<file path="src/bidir_port_consts.svh">
// Purpose: Constants for the bidirectional handshake port.
// Assumes: One system clock; all port inputs synchronous to it.
// Notes:   Reset values apply to the holding registers and flags.
`ifndef BIDIR_PORT_CONSTS_SVH
`define BIDIR_PORT_CONSTS_SVH

`define PORT_WIDTH       8
`define HOLD_RESET       8'h00
`define FLAG_RESET       1'b0
`define INVERT_DEFAULT   1'b0
`define BUF_DEPTH        2

`endif

</file>
<file path="src/bidir_port_pkg.sv">
// Purpose: Types for the bidirectional handshake port.
// Assumes: Width fixed by the constants header.
// Notes:   None.
`include "bidir_port_consts.svh"

package bidir_port_pkg;

  typedef logic [`PORT_WIDTH-1:0] port_word_t;

  // State of one transfer direction.
  typedef struct packed {
    logic       clk_prev;
    logic       clr_prev;
    logic       full;
  } dir_state_t;

endpackage : bidir_port_pkg

</file>
<file path="src/hold_buffer.sv">
// Purpose: Two-entry buffer holding words of one transfer direction.
// Assumes: Single clock, active-low asynchronous reset.
// Notes:   Drain side may stall; ready on the fill side reflects space.
`timescale 1ns/1ps
`include "bidir_port_consts.svh"

module hold_buffer
  import bidir_port_pkg::*;
#(
  parameter int WIDTH = `PORT_WIDTH
) (
  input  wire logic             clock,
  input  wire logic             rst_b,
  input  wire logic             in_valid,
  output logic                  in_ready,
  input  wire logic [WIDTH-1:0] in_data,
  output logic                  out_valid,
  input  wire logic             out_ready,
  output logic      [WIDTH-1:0] out_data
);

  if (WIDTH < 1) begin : g_bad_width
    $error("hold_buffer width must be at least one");
  end

  typedef struct packed {
    logic [1:0][WIDTH-1:0] slot;
    logic [1:0]            cnt;
  } buf_state_t;

  buf_state_t st;
  buf_state_t next_st;

  // --------------------------------------------------------------
  // Next state
  // --------------------------------------------------------------
  always_comb begin
    logic push;
    logic pop;
    push    = 1'b0;
    pop     = 1'b0;
    next_st = st;
    push    = in_valid && (st.cnt != 2'd2);
    pop     = (st.cnt != 2'd0) && out_ready;
    if (pop) begin
      next_st.slot[0] = st.slot[1];
    end
    if (push) begin
      if (st.cnt == 2'd0 || (st.cnt == 2'd1 && pop)) begin
        next_st.slot[0] = in_data;
      end else begin
        next_st.slot[1] = in_data;
      end
    end
    next_st.cnt = 2'(st.cnt + {1'b0, push} - {1'b0, pop});
  end

  always_ff @(posedge clock or negedge rst_b) begin
    if (!rst_b) begin
      st <= '0;
    end else begin
      st <= next_st;
    end
  end

  assign in_ready  = (st.cnt != 2'd2);
  assign out_valid = (st.cnt != 2'd0);
  assign out_data  = st.slot[0];
endmodule : hold_buffer

</file>
<file path="src/bidir_handshake_io_port.sv">
// Purpose: Eight-bit bidirectional port with handshake full flags.
// Assumes: Load clocks and clears are synchronous levels; edges found
//          by comparing with the previous sample.
// Notes:   Pins are split into input, output and active-low enable.
`timescale 1ns/1ps
`include "bidir_port_consts.svh"

module bidir_handshake_io_port
  import bidir_port_pkg::*;
#(
  parameter int WIDTH  = `PORT_WIDTH,
  parameter bit INVERT = `INVERT_DEFAULT
) (
  input  wire logic             clock,
  input  wire logic             rst_b,
  input  wire logic [WIDTH-1:0] port_a_lines_in,
  output logic      [WIDTH-1:0] port_a_lines_out,
  output logic                  port_a_lines_oe_n,
  input  wire logic [WIDTH-1:0] port_b_lines_in,
  output logic      [WIDTH-1:0] port_b_lines_out,
  output logic                  port_b_lines_oe_n,
  input  wire logic             a_to_b_load_clock,
  input  wire logic             a_to_b_load_enable_n,
  input  wire logic             b_side_drive_enable_n,
  input  wire logic             a_to_b_flag_clear,
  output logic                  a_to_b_full_flag,
  input  wire logic             b_to_a_load_clock,
  input  wire logic             b_to_a_load_enable_n,
  input  wire logic             a_side_drive_enable_n,
  input  wire logic             b_to_a_flag_clear,
  output logic                  b_to_a_full_flag,
  output logic                  a_to_b_load_ready,
  output logic                  b_to_a_load_ready
);

  if (WIDTH != `PORT_WIDTH) begin : g_bad_width
    $error("port width must equal the documented width");
  end

  // ----------------------------------------------------------------
  // Helpers
  // ----------------------------------------------------------------
  function automatic logic rise(input logic prev, input logic now);
    return !prev && now;
  endfunction : rise

  function automatic port_word_t polar(input port_word_t d);
    return INVERT ? ~d : d;
  endfunction : polar

  typedef struct packed {
    dir_state_t ab;
    dir_state_t ba;
    port_word_t a_out;
    port_word_t b_out;
    logic       a_oe_n;
    logic       b_oe_n;
    logic       ab_rdy;
    logic       ba_rdy;
  } top_state_t;

  top_state_t st;
  top_state_t next_st;

  logic       ab_load;
  logic       ba_load;
  logic       ab_in_ready;
  logic       ba_in_ready;
  logic       ab_valid;
  logic       ba_valid;
  port_word_t ab_word;
  port_word_t ba_word;

  assign ab_load = rise(st.ab.clk_prev, a_to_b_load_clock) &&
                   !a_to_b_load_enable_n;
  assign ba_load = rise(st.ba.clk_prev, b_to_a_load_clock) &&
                   !b_to_a_load_enable_n;

  // ----------------------------------------------------------------
  // Holding registers
  // ----------------------------------------------------------------
  // A lines feed the A-to-B store.
  hold_buffer #(.WIDTH(WIDTH)) ab_buf (
    .clock     (clock),
    .rst_b     (rst_b),
    .in_valid  (ab_load),
    .in_ready  (ab_in_ready),
    .in_data   (port_a_lines_in),
    .out_valid (ab_valid),
    .out_ready (ab_load && ab_valid),
    .out_data  (ab_word)
  );

  // B lines feed the B-to-A store.
  hold_buffer #(.WIDTH(WIDTH)) ba_buf (
    .clock     (clock),
    .rst_b     (rst_b),
    .in_valid  (ba_load),
    .in_ready  (ba_in_ready),
    .in_data   (port_b_lines_in),
    .out_valid (ba_valid),
    .out_ready (ba_load && ba_valid),
    .out_data  (ba_word)
  );

  // ----------------------------------------------------------------
  // Next state
  // ----------------------------------------------------------------
  always_comb begin
    next_st = st;
    next_st.ab.clk_prev = a_to_b_load_clock;
    next_st.ba.clk_prev = b_to_a_load_clock;
    next_st.ab.clr_prev = a_to_b_flag_clear;
    next_st.ba.clr_prev = b_to_a_flag_clear;
    if (rise(st.ab.clr_prev, a_to_b_flag_clear)) begin
      next_st.ab.full = 1'b0;
    end
    // a load sets the flag; set wins.
    if (ab_load) begin
      next_st.ab.full = 1'b1;
    end
    if (rise(st.ba.clr_prev, b_to_a_flag_clear)) begin
      next_st.ba.full = 1'b0;
    end
    // a load sets the flag; set wins.
    if (ba_load) begin
      next_st.ba.full = 1'b1;
    end
    // B side shows the A-to-B word.
    next_st.b_out  = polar(ab_load ? port_a_lines_in : ab_word);
    next_st.b_oe_n = b_side_drive_enable_n;
    // A side shows the B-to-A word.
    next_st.a_out  = polar(ba_load ? port_b_lines_in : ba_word);
    next_st.a_oe_n = a_side_drive_enable_n;
    next_st.ab_rdy = ab_in_ready;
    next_st.ba_rdy = ba_in_ready;
  end

  always_ff @(posedge clock or negedge rst_b) begin
    if (!rst_b) begin
      st        <= '0;
      st.a_out  <= polar(`HOLD_RESET);
      st.b_out  <= polar(`HOLD_RESET);
      st.a_oe_n <= 1'b1;
      st.b_oe_n <= 1'b1;
    end else begin
      st <= next_st;
    end
  end

  assign port_a_lines_out  = st.a_out;
  assign port_a_lines_oe_n = st.a_oe_n;
  assign port_b_lines_out  = st.b_out;
  assign port_b_lines_oe_n = st.b_oe_n;
  assign a_to_b_full_flag  = st.ab.full;
  assign b_to_a_full_flag  = st.ba.full;
  assign a_to_b_load_ready = st.ab_rdy;
  assign b_to_a_load_ready = st.ba_rdy;
endmodule : bidir_handshake_io_port

</file>
<file path="config.mk">
export PLATFORM = sky130hd
export DESIGN_NAME = bidir_handshake_io_port
export DESIGN_NICKNAME = d
export VERILOG_FILES = /design/src/bidir_port_pkg.sv /design/src/hold_buffer.sv /design/src/bidir_handshake_io_port.sv
export VERILOG_INCLUDE_DIRS = /design/src
export SDC_FILE = /design/constraint.sdc
export NUM_CORES = 1
export LEC_CHECK = 0
export ABC_AREA = 1
export CORE_ASPECT_RATIO = 0.9
export CORE_MARGIN = 10
export CORE_UTILIZATION = 60
export CTS_BUF_LIST = sky130_fd_sc_hd__clkbuf_4
export DETAILED_ROUTE_END_ITERATION = 8
export DONT_BUFFER_PORTS = 1
export MAX_ROUTING_LAYER = met4
export PLACE_DENSITY = 0.76
export SLEW_MARGIN = 20
export SYNTH_ARGS = -nofsm -noshare
export SYNTH_HDL_FRONTEND = slang
export SYNTH_SLANG_ARGS = --single-unit
export TNS_END_PERCENT = 5
</file>
<file path="constraint.sdc">
create_clock -name clock -period 4.03 [get_ports clock]
set_clock_uncertainty 0.1 [all_clocks]
set_input_delay 0.806 -clock clock [delete_from_list [all_inputs] [get_ports clock]]
set_output_delay 0.806 -clock clock [all_outputs]
set_load 0.02 [all_outputs]
</file>
==> flow_metrics.py, run 1 <==
metrics = {
    "finish": {
        "final_nets": 318,
        "syn_to_final_growth_pct": 2.21,
        "fillers": 360,
        "final_common_cell": "nand2_1",
        "n_antenna_cell": 0,
        "final_cell_mix": "nand2_1, dfrtp_1, inv_1, nor2_1, o21ai_0",
        "drive_above_1_share_pct": 13.3,
        "stdcell_count": 356,
    },
    "synth": {
        "yosysUniqueCellTypes": 29,
        "postSynthCellCount": 300,
        "synth_seq_cells": 62,
        "avgSynthCellArea_um2": 9.25,
        "synth_edf_count": 0,
        "syn_nets": 329,
        "yosysWarnings": 0,
        "syn_area_um2": 2780,
        "async_flop_share_pct": 100,
        "yosysSeqAreaShare_pct": 56.0,
        "synthFlopType": "dfrtp_1",
    },
    "timing": {
        "tightest_slew_ns": 0.744,
        "max-slew-margin-rel_pct": 50.2,
        "rsz0062_at_grt": "false",
        "finalSetupTns_ns": 0,
        "maxSlewViolCount": 0,
        "period_needed_ns": 2.08,
        "setup_violations": 0,
        "min_period_over_period_pct": 51.6,
        "max_freq_mhz": 481,
        "finalHoldViolations": 0,
    },
    "place": {
        "gp_congestion": 0.746,
        "dp.cells": 339,
        "port_buffers": 0,
        "dp_hpwl_um": 3470,
    },
    "clocking": {
        "numCtsBuffers": 9,
        "cts_resized": 0,
        "cts_setup_buffers": 0,
        "clockBufferDepth": 2,
        "clk_pin_slew_ns": 0.10,
        "holdBufCountCts": 1,
        "cts_tree": "yes",
        "cts_max_level": 3,
        "ctsRootBufferMaster": "clkbuf_4",
        "clock-sinks": 62,
        "clk_latency_ns": 0.40,
    },
    "power_and_ir_drop": {
        "vdd_ir_drop_max_uv": 327,
        "power_density_nw_per_um2": 676,
        "p_leak_uw": 0.00147,
    },
    "setup_path": {
        "rr_endpoint": "ba_buf.st[1]",
        "worstSetupPathType": "input pin to flip-flop",
        "r2r_cells": 7,
        "r2r_slack_ns": 1.98,
        "startpoint_type": "input pin",
        "cp-end-kind": "flip-flop",
        "worstPathMaxFanout": 21,
        "crit_required_ns": 4.28,
        "r2r_start": "st[22]",
        "worstPathArrival_ns": 2.33,
    },
    "floorplanning": {
        "pin_count": 48,
        "coreArea_um2": 4460,
        "start_util_pct": 62.2,
        "die_h_um": 84.5,
        "die_x_um": 91.7,
        "die-area_um2": 7750,
        "rows": 23,
    },
    "route": {
        "wire_per_inst_um": 14.9,
        "drt-pass1-iter-count": 4,
        "vias_per_cell": 5.20,
        "drt_wl_total_um": 5300,
        "ant_nets": 0,
        "drtIter0Drc": 95,
        "drc": 0,
        "vias": 1851,
    },
    "global_route": {
        "grt_overflow_total": 0,
        "grt_usage_pct": 15.0,
        "grt_pass1_wl_um": 9050,
        "grt_antenna_before_repair": 0,
        "grt_max_degree": 61,
        "grt_pass1_vias": 1881,
    },
    "run_status": {
        "status": "complete, no violations",
    },
    "run": {
        "max_cap_violations": 0,
    },
    "hold_path": {
        "hp-class": "input pin to asynchronous set/reset pin",
    },
}
==> metal layers <==
layer / share of wire (%) / vias to the layer above / GRT usage (%) / wire [um]
met4: 1.5 / 0 / 5.46 / 78
li1: - / 910 / - / -
met1: 45 / 878 / 18.1 / 2410
met2: 44 / 50 / 21.7 / 2330
met3: 9.1 / 13 / 7.03 / 480
met5: 0 / - / - / 0
==> stage by stage <==
step / power, uW / hold slack (ns) / setup slack (ns) / utilization [%] / area [um2]
6_report: 1920 / 0.139 / 1.95 / 63.6 / 2840
5_1_grt: 2060 / 0.103 / 1.74 / 63.6 / 2840
4_1_cts: 1940 / 0.115 / 1.97 / 63.6 / 2840
3_5_place_dp: 1510 / 0.368 / 1.54 / 60.1 / 2680
3_3_place_gp: 1490 / 0.353 / 1.59 / 60.1 / 2680
2_1_floorplan: 1500 / 0.344 / 2.02 / - / 2780
==> power breakdown <==
group | switching [uW] | total, uW | leakage (uW) | internal (uW)
combinational | 264 | 431 | 0.000656 | 168
sequential | 225 | 1080 | 0.000739 | 857
clock | 215 | 404 | 0.0000750 | 189
==> synthesized netlist by cell type, types with 2 or more instances <==
master    number  share of area (%)
dfrtp_1       60                 54
nor2_2         2               0.45
buf_6          3                1.2
o21ai_2        8                2.5
nand4_1        2               0.45
nand3b_1       2               0.54
buf_4         16                4.3
inv_2          3               0.41
o21ai_0       15                2.7
ha_1           3                1.4
o21a_1         7                1.9
nand2_4        2               0.81
nor3_1         6                1.1
nor2_1        21                2.8
buf_2          2               0.36
a21oi_1       14                2.5
nand3_1       10                1.8
clkbuf_1       2               0.27
dfstp_2        2                1.9
inv_1         38                5.1
nand3_4        2                1.3
nand3_2        2               0.72
nand2_1       72                9.7
==> cell type report <==
class                   instances  area [um2]  share of cell area, %
flip-flops and latches         62        1550                   54.8
inverters                      42         159                   5.60
clock buffers                  10        75.1                   2.65
well taps                      62        77.6                   2.73
multi-input cells             173         892                   31.4
repair buffers                  1        27.5                  0.970
clock inverters                 6        52.6                   1.85
==> sequential cells by signal, summed over array words and instances, names as in the netlist <==
| signal | count |
|---|---|
| a_to_b_full_flag | 1 |
| a_to_b_load_ready | 1 |
| ab_buf.out_data | 8 |
| ab_buf.st | 10 |
| b_to_a_full_flag | 1 |
| b_to_a_load_ready | 1 |
| ba_buf.out_data | 8 |
| ba_buf.st | 10 |
| port_a_lines_oe_n | 1 |
| port_a_lines_out | 8 |
| port_b_lines_oe_n | 1 |
| port_b_lines_out | 8 |
| st | 4 |
==> kinds of logic (layout without fill, tap and decap cells) <==
logic type | count (synthesis) | count (layout) | share of synthesized area [%]
simple gates | 123 | 123 | 20.3
buf+inv | 65 | 59 | 11.9
flops | 62 | 62 | 56.0
compound gates | 45 | 45 | 9.82
fa+ha+maj | 3 | 3 | 1.35
xor+xnor | 2 | 2 | 0.631
==> critical path: stages <==
cell and delay, ns:
inv_1 0.07, nand3_1 0.53, a21oi_1 0.39, a21oi_1 0.07
ha_1 0.22, nand3b_1 0.16, nand2_1 0.07
==> worst max path at each step <==
stage | startpoint | endpoint | slack [ns] | depth (start not counted)
3_5_place_dp | b_to_a_load_enable_n | ba_buf.st[1] | 1.54 | 7
5_1_grt | st[22] | ba_buf.st[1] | 1.74 | 7
3_3_place_gp | b_to_a_load_enable_n | ba_buf.st[1] | 1.59 | 7
6_report | b_to_a_load_enable_n | ba_buf.st[1] | 1.95 | 7
2_1_floorplan | a_to_b_load_enable_n | ab_buf.st[1] | 2.02 | 8
4_1_cts | b_to_a_load_enable_n | ba_buf.st[1] | 1.97 | 7
Note: power is estimated with default switching activity, not from simulation.
==> run 2, diff against run 1 <==
==> constraint.sdc (replaced) <==
create_clock -name clock -period 2.11 [get_ports clock]
set_clock_uncertainty 0.1 [all_clocks]
set_input_delay 0.422 -clock clock [delete_from_list [all_inputs] [get_ports clock]]
set_output_delay 0.422 -clock clock [all_outputs]
set_load 0.02 [all_outputs]
==> run 2 against run 1 <==
  * Power rose by 84%
  * Clock power rose by 60%
  * Highest routed layer unchanged
  * Global-route usage fell by 0.89 points
==> flow_metrics.py, run 2 (same netlist as run 1, synthesis figures left out) <==
metrics = {
    "finish": {
        "syn_to_final_growth_pct": 4.46,
        "final_nets": 327,
        "reg.largest.list": "ab_buf.st: 10 flops, ba_buf.st: 10 flops",
        "final_cell_mix": "nand2_1, dfrtp_1, inv_1, nor2_1, o21ai_0",
        "drive_above_1_share_pct": 12.9,
        "final_common_cell": "nand2_1",
        "final_cell_area_um2": 2900,
        "n_antenna_cell": 0,
    },
    "floorplanning": {
        "die-area_um2": 7750,
        "coreArea_um2": 4460,
        "die_x_um": 91.7,
        "pin_count": 48,
        "rows": 23,
        "die_h_um": 84.5,
        "start_util_pct": 62.2,
    },
    "setup_path": {
        "worstPathMaxFanout": 9,
        "worstPathArrival_ns": 2.13,
        "crit_required_ns": 2.32,
        "slowest_delay_ns": 0.47,
        "startpoint_type": "flip-flop",
        "cpLargestDelayFamily": "flip-flops",
        "crit_slowest_cell": "dfrtp_1",
        "crit_buf_inv": 3,
        "r2r_cells": 9,
        "cp-end-kind": "flip-flop",
        "r2r_start": "ab_buf.st[1]",
        "worstSetupPathType": "flip-flop to flip-flop",
        "r2r_slack_ns": 0.19,
        "rr_endpoint": "ab_buf.st[1]",
        "path_cells": "inv_2 -> nand2_4 -> nand3_4 -> inv_1 -> ha_1 -> inv_1 -> ha_1 -> xnor2_1 -> xor2_1",
    },
    "clocking": {
        "cts_max_level": 3,
        "clk_pin_slew_ns": 0.10,
        "cts_setup_buffers": 0,
        "numCtsBuffers": 9,
        "clockBufferDepth": 2,
        "ctsRootBufferMaster": "clkbuf_4",
        "cts_tree": "yes",
        "clock-sinks": 62,
        "cts_resized": 0,
        "holdBufCountCts": 8,
        "clk_latency_ns": 0.39,
    },
    "global_route": {
        "grt_overflow_total": 0,
        "busiest_layer": "met2",
        "use_met1_pct": 17.2,
        "grtUsageMet3_pct": 7.56,
        "grt_usage_pct": 14.2,
        "use_met2_pct": 19.8,
        "grt_max_degree": 63,
        "grt_pass1_vias": 1735,
        "grt_antenna_before_repair": 0,
        "grt_pass1_wl_um": 8440,
    },
    "place": {
        "gp_congestion": 0.798,
        "dpl-instance-area_um2": 2700,
        "dp_hpwl_um": 3390,
        "port_buffers": 0,
    },
    "route": {
        "vias_per_cell": 4.99,
        "wire_per_inst_um": 13.7,
        "ant_nets": 0,
        "drtIter0Drc": 145,
        "vias": 1822,
        "drc": 0,
        "drt-pass1-iter-count": 4,
        "drt_wl_total_um": 4990,
    },
    "timing": {
        "max-slew-margin-rel_pct": 71.9,
        "setup_violations": 0,
        "finalSetupTns_ns": 0,
        "period_needed_ns": 1.92,
        "maxSlewViolCount": 0,
        "rsz0062_at_grt": "false",
        "tightest_slew_ns": 0.421,
        "min_period_over_period_pct": 90.8,
        "finalHoldViolations": 0,
        "max_freq_mhz": 522,
    },
    "hold_path": {
        "holdPathEnd": "ab_buf.out_data[5]",
        "hp-class": "input pin to flip-flop",
        "hp-start": "port_a_lines_in[5]",
        "holdPathStages": 2,
    },
    "power_and_ir_drop": {
        "p_leak_uw": 0.00150,
        "p_total_uw": 3530,
        "power_density_nw_per_um2": 1220,
        "vdd_ir_drop_max_uv": 606,
    },
    "run_status": {
        "status": "complete, no violations",
    },
    "run": {
        "max_cap_violations": 0,
    },
}
## run 2: layout make-up
class / instances / area, um2
Tap cell: 62 / 77.6
Inverter: 42 / 159
Clock buffer: 12 / 90.1
Multi-Input combinational cell: 173 / 892
Clock inverter: 4 / 15.0
Sequential cell: 62 / 1550
Timing Repair Buffer: 10 / 113
Fill cell: 393 / 1560
## run 2: stage by stage
stage | utilization [%] | hold slack (ns) | setup WS, ns | cells
after floorplan | - | 0.0264 | 0.348 | 300
after CTS | 65.0 | 0.0240 | 0.167 | 365
final | 65.0 | 0.0494 | 0.193 | 365
after detailed placement | 60.5 | 0.0283 | 0.193 | 341
after global placement | 60.5 | 0.0285 | 0.276 | 341
after global routing | 65.0 | 0.0145 | 0.0383 | 365
## run 2: metal layers
metal,part of all wire [%],vias up,routed length [um]
met5,0,-,0
met4,1.2,0,61
met3,9.0,8,450
met2,43,61,2160
met1,46,829,2310
li1,-,924,-
## run 2: worst max-delay path by stage
stage | end | slack, ns | startpoint | depth (start not counted)
floorplan | ab_buf.st[1] | 0.35 | ab_buf.st[1] | 9
finish | ab_buf.st[1] | 0.19 | ab_buf.st[1] | 9
CTS | ab_buf.st[1] | 0.17 | ab_buf.st[1] | 9
global route | ab_buf.st[1] | 0.04 | ab_buf.st[1] | 9
detailed placement | ab_buf.st[1] | 0.19 | ab_buf.st[1] | 9
global placement | ab_buf.st[1] | 0.28 | ab_buf.st[1] | 9
## run 2: worst register-to-register path, delay by kind of cell (launching register included)
| kind | cells | cell delay (ns) |
|---|---|---|
| flip-flops | 1 | 0.47 |
| adder cells (fa/ha/maj) | 2 | 0.46 |
| XOR/XNOR | 2 | 0.35 |
| buffers and inverters | 3 | 0.29 |
| AND/OR/NAND/NOR | 2 | 0.20 |
## run 2: report_power, final
part	switching [uW]	internal (uW)
clock network	377	268
logic	494	331
registers	421	1640
total	1290	2240
==> run 3, diff against run 2 <==
--- a/config.mk
+++ b/config.mk
@@ -6,7 +6,6 @@
 export SDC_FILE = /design/constraint.sdc
 export NUM_CORES = 1
 export LEC_CHECK = 0
-export ABC_AREA = 1
 export CORE_ASPECT_RATIO = 0.9
 export CORE_MARGIN = 10
 export CORE_UTILIZATION = 60
==> run 3 against run 2 <==
  * Hold slack lost 0.0078 ns
  * Non-clock buffer count grew 4
  * Critical path depth shrank 2
  * Synthesized area shrank 7.0%
  * Global-route usage shrank 0.21 points
  * Power shrank 6.5%
  * Critical path type unchanged
  * Critical endpoint unchanged
==> flow_metrics.py, run 3 <==
metrics = {
    "clocking": {
        "cts_resized": 0,
        "clk_latency_ns": 0.39,
        "cts_tree": "yes",
        "clk_pin_slew_ns": 0.10,
        "clock-sinks": 62,
        "cts_max_level": 3,
        "numCtsBuffers": 9,
        "clockBufferDepth": 2,
        "ctsRootBufferMaster": "clkbuf_4",
    },
    "route": {
        "drc": 0,
        "vias_per_cell": 5.38,
        "vias": 1425,
        "wire_per_inst_um": 17.0,
        "ant_nets": 0,
        "drtIter0Drc": 87,
        "drt_wl_total_um": 4500,
        "drt-pass1-iter-count": 4,
    },
    "synth": {
        "avgSynthCellArea_um2": 12.2,
        "synth_most_common_cell": "dfrtp_1",
        "synth_seq_cells": 62,
        "yosysSeqAreaShare_pct": 60.2,
        "synth_top_cell_by_area": "dfrtp_1",
        "syn_area_um2": 2580,
        "syn_nets": 240,
        "synth_area_leaders": "dfrtp_1, nand2_1, mux2i_1",
        "synthFlopType": "dfrtp_1",
        "yosysWarnings": 0,
        "yosysUniqueCellTypes": 24,
        "ys_top_cells_by_count": "dfrtp_1, nand2_1, o21ai_0, buf_4, mux2i_1",
        "yosysTopAreaCellShare_pct": 58.1,
        "async_flop_share_pct": 100,
        "postSynthCellCount": 211,
        "synth_edf_count": 0,
    },
    "setup_path": {
        "r2r_cells": 7,
        "r2r_start": "st[25]",
        "rr_endpoint": "ab_buf.st[1]",
        "r2r_slack_ns": 0.27,
        "startpoint_type": "flip-flop",
        "worstPathArrival_ns": 2.05,
        "worstPathMaxFanout": 2,
        "worstSetupPathType": "flip-flop to flip-flop",
        "cp-end-kind": "flip-flop",
        "crit_required_ns": 2.32,
    },
    "power_and_ir_drop": {
        "power_density_nw_per_um2": 1220,
        "pwr-share-seq_pct": 59.8,
        "intPower_uw": 2220,
        "vdd_ir_drop_max_uv": 730,
        "combPwrFrac_pct": 21.1,
        "p_leak_uw": 0.00133,
        "power.switching_uw": 1080,
        "power_frac_clock_pct": 19.1,
        "switching_share_pct": 32.7,
    },
    "timing": {
        "finalHoldViolations": 0,
        "min_period_over_period_pct": 87.2,
        "finalSetupTns_ns": 0,
        "period_needed_ns": 1.84,
        "setup_violations": 0,
        "hold-worst-slack_ns": 0.0415,
        "max-slew-margin-rel_pct": 73.1,
        "max_freq_mhz": 544,
        "maxSlewViolCount": 0,
        "tightest_slew_ns": 0.403,
        "rsz0062_at_grt": "false",
    },
    "run_status": {
        "status": "complete, no violations",
    },
    "global_route": {
        "grt_usage_pct": 13.9,
        "grt_overflow_total": 0,
        "grt_pass1_vias": 1467,
        "grt_pass1_wl_um": 7290,
        "grt_max_degree": 63,
        "grt_antenna_before_repair": 0,
    },
    "hold_path": {
        "hp-start": "port_a_lines_in[1]",
        "hp-class": "input pin to flip-flop",
        "holdPathStages": 2,
        "holdPathEnd": "port_b_lines_out[1]",
    },
    "floorplanning": {
        "die-area_um2": 7330,
        "rows": 22,
        "die_x_um": 89.2,
        "die_h_um": 82.2,
        "coreArea_um2": 4130,
        "start_util_pct": 62.5,
        "pin_count": 48,
    },
    "run": {
        "max_cap_violations": 0,
    },
    "place": {
        "dp_hpwl_um": 3250,
        "gp_congestion": 0.766,
        "port_buffers": 0,
    },
    "finish": {
        "final_common_cell": "dfrtp_1",
        "reg.largest.list": "ab_buf.st: 10 flops, ba_buf.st: 10 flops",
        "final_nets": 241,
        "n_antenna_cell": 0,
        "fillers": 300,
        "final_cell_mix": "dfrtp_1, nand2_1, o21ai_0, mux2i_1, clkbuf_4",
        "syn_to_final_growth_pct": 4.70,
        "drive_above_1_share_pct": 19.4,
        "final_util_pct": 65.5,
    },
}
-- run 3: changes by cell type after synthesis, moves of 6 or more --
| cell | change |
|---|---|
| inv_1 | -34 |
| nand2_1 | -20 |
| nor2_1 | -19 |
| mux2i_1 | +16 |
| a21oi_1 | -13 |
| nand3_1 | -10 |
| mux2_2 | +8 |
| mux2_4 | +8 |
| o21ai_2 | -8 |
| o21a_1 | -7 |
| nor3_1 | -6 |
-- run 3: logic make-up (layout without fill, tap and decap cells) --
group / Yosys count / in the layout / share of synthesized area, %
muxes: 32 / 32 / 14.3
DFF: 62 / 62 / 60.2
buffers and inverters: 28 / 34 / 7.80
and+or+nand+nor: 62 / 62 / 11.1
adders and majority gates: 3 / 3 / 1.45
xor gates and xnor gates: 3 / 3 / 1.02
AOI/OAI and AO/OA: 21 / 21 / 4.07
-- run 3: through the flow --
step / power, uW / instance area, um2 / setup slack (ns) / instances
2_1_floorplan: 2620 / 2580 / 0.0963 / 211
6_report: 3300 / 2700 / 0.270 / 265
3_5_place_dp: 2670 / 2500 / 0.233 / 241
3_3_place_gp: 2600 / 2500 / 0.312 / 241
4_1_cts: 3350 / 2700 / 0.253 / 265
5_1_grt: 3540 / 2700 / 0.154 / 265
-- run 3: cell type report --
| cell class | instances | area [um2] | share of cell area (%) |
|---|---|---|---|
| Sequential cell | 62 | 1550 | 57.5 |
| Multi-Input combinational cell | 121 | 827 | 30.6 |
| Inverter | 4 | 15.0 | 0.555 |
| Timing Repair Buffer | 14 | 143 | 5.28 |
| Tap cell | 48 | 60.1 | 2.22 |
| Clock buffer | 10 | 75.1 | 2.78 |
| Clock inverter | 6 | 30.0 | 1.11 |
-- run 3: power by group through the flow --
stage | sequential, uW | combinational (uW) | clock (uW)
2_1_floorplan | 1770 | 848 | 0
3_3_place_gp | 1980 | 622 | 0
3_5_place_dp | 2000 | 669 | 0
4_1_cts | 1980 | 710 | 661
5_1_grt | 2020 | 789 | 728
6_report | 1970 | 696 | 631
-- run 3: timing repair --
action	CTS	global route
hold buffers	8	0
setup buffers	0	0
endpoints found under the hold margin	68	0
-- run 3: worst max-delay path: stages, from the launching register on --
cell and delay [ns]:
dfrtp_1 0.42, or3b_1 0.39, nor2_1 0.13, ha_1 0.24
inv_1 0.06, ha_1 0.16, xnor2_1 0.14, xnor2_1 0.14
-- run 3: metal layers --
layer  vias to the layer above  wire length [um]  GRT usage [%]
met2                        55              2120           21.1
met5                         -                 0              -
met4                         0                42           3.81
li1                        686                 -              -
met1                       677              1830           15.0
met3                         7               511           8.90
-- run 3: worst max path at each step --
| stage | start | endpoint | slack (ns) |
|---|---|---|---|
| 3_3_place_gp | a_to_b_load_enable_n | ab_buf.st[1] | 0.31 |
| 6_report | st[25] | ab_buf.st[1] | 0.27 |
| 5_1_grt | st[25] | ab_buf.st[1] | 0.15 |
| 3_5_place_dp | a_to_b_load_enable_n | ab_buf.st[1] | 0.23 |
| 2_1_floorplan | a_to_b_load_enable_n | ab_buf.st[1] | 0.1 |
| 4_1_cts | st[25] | ab_buf.st[1] | 0.25 |
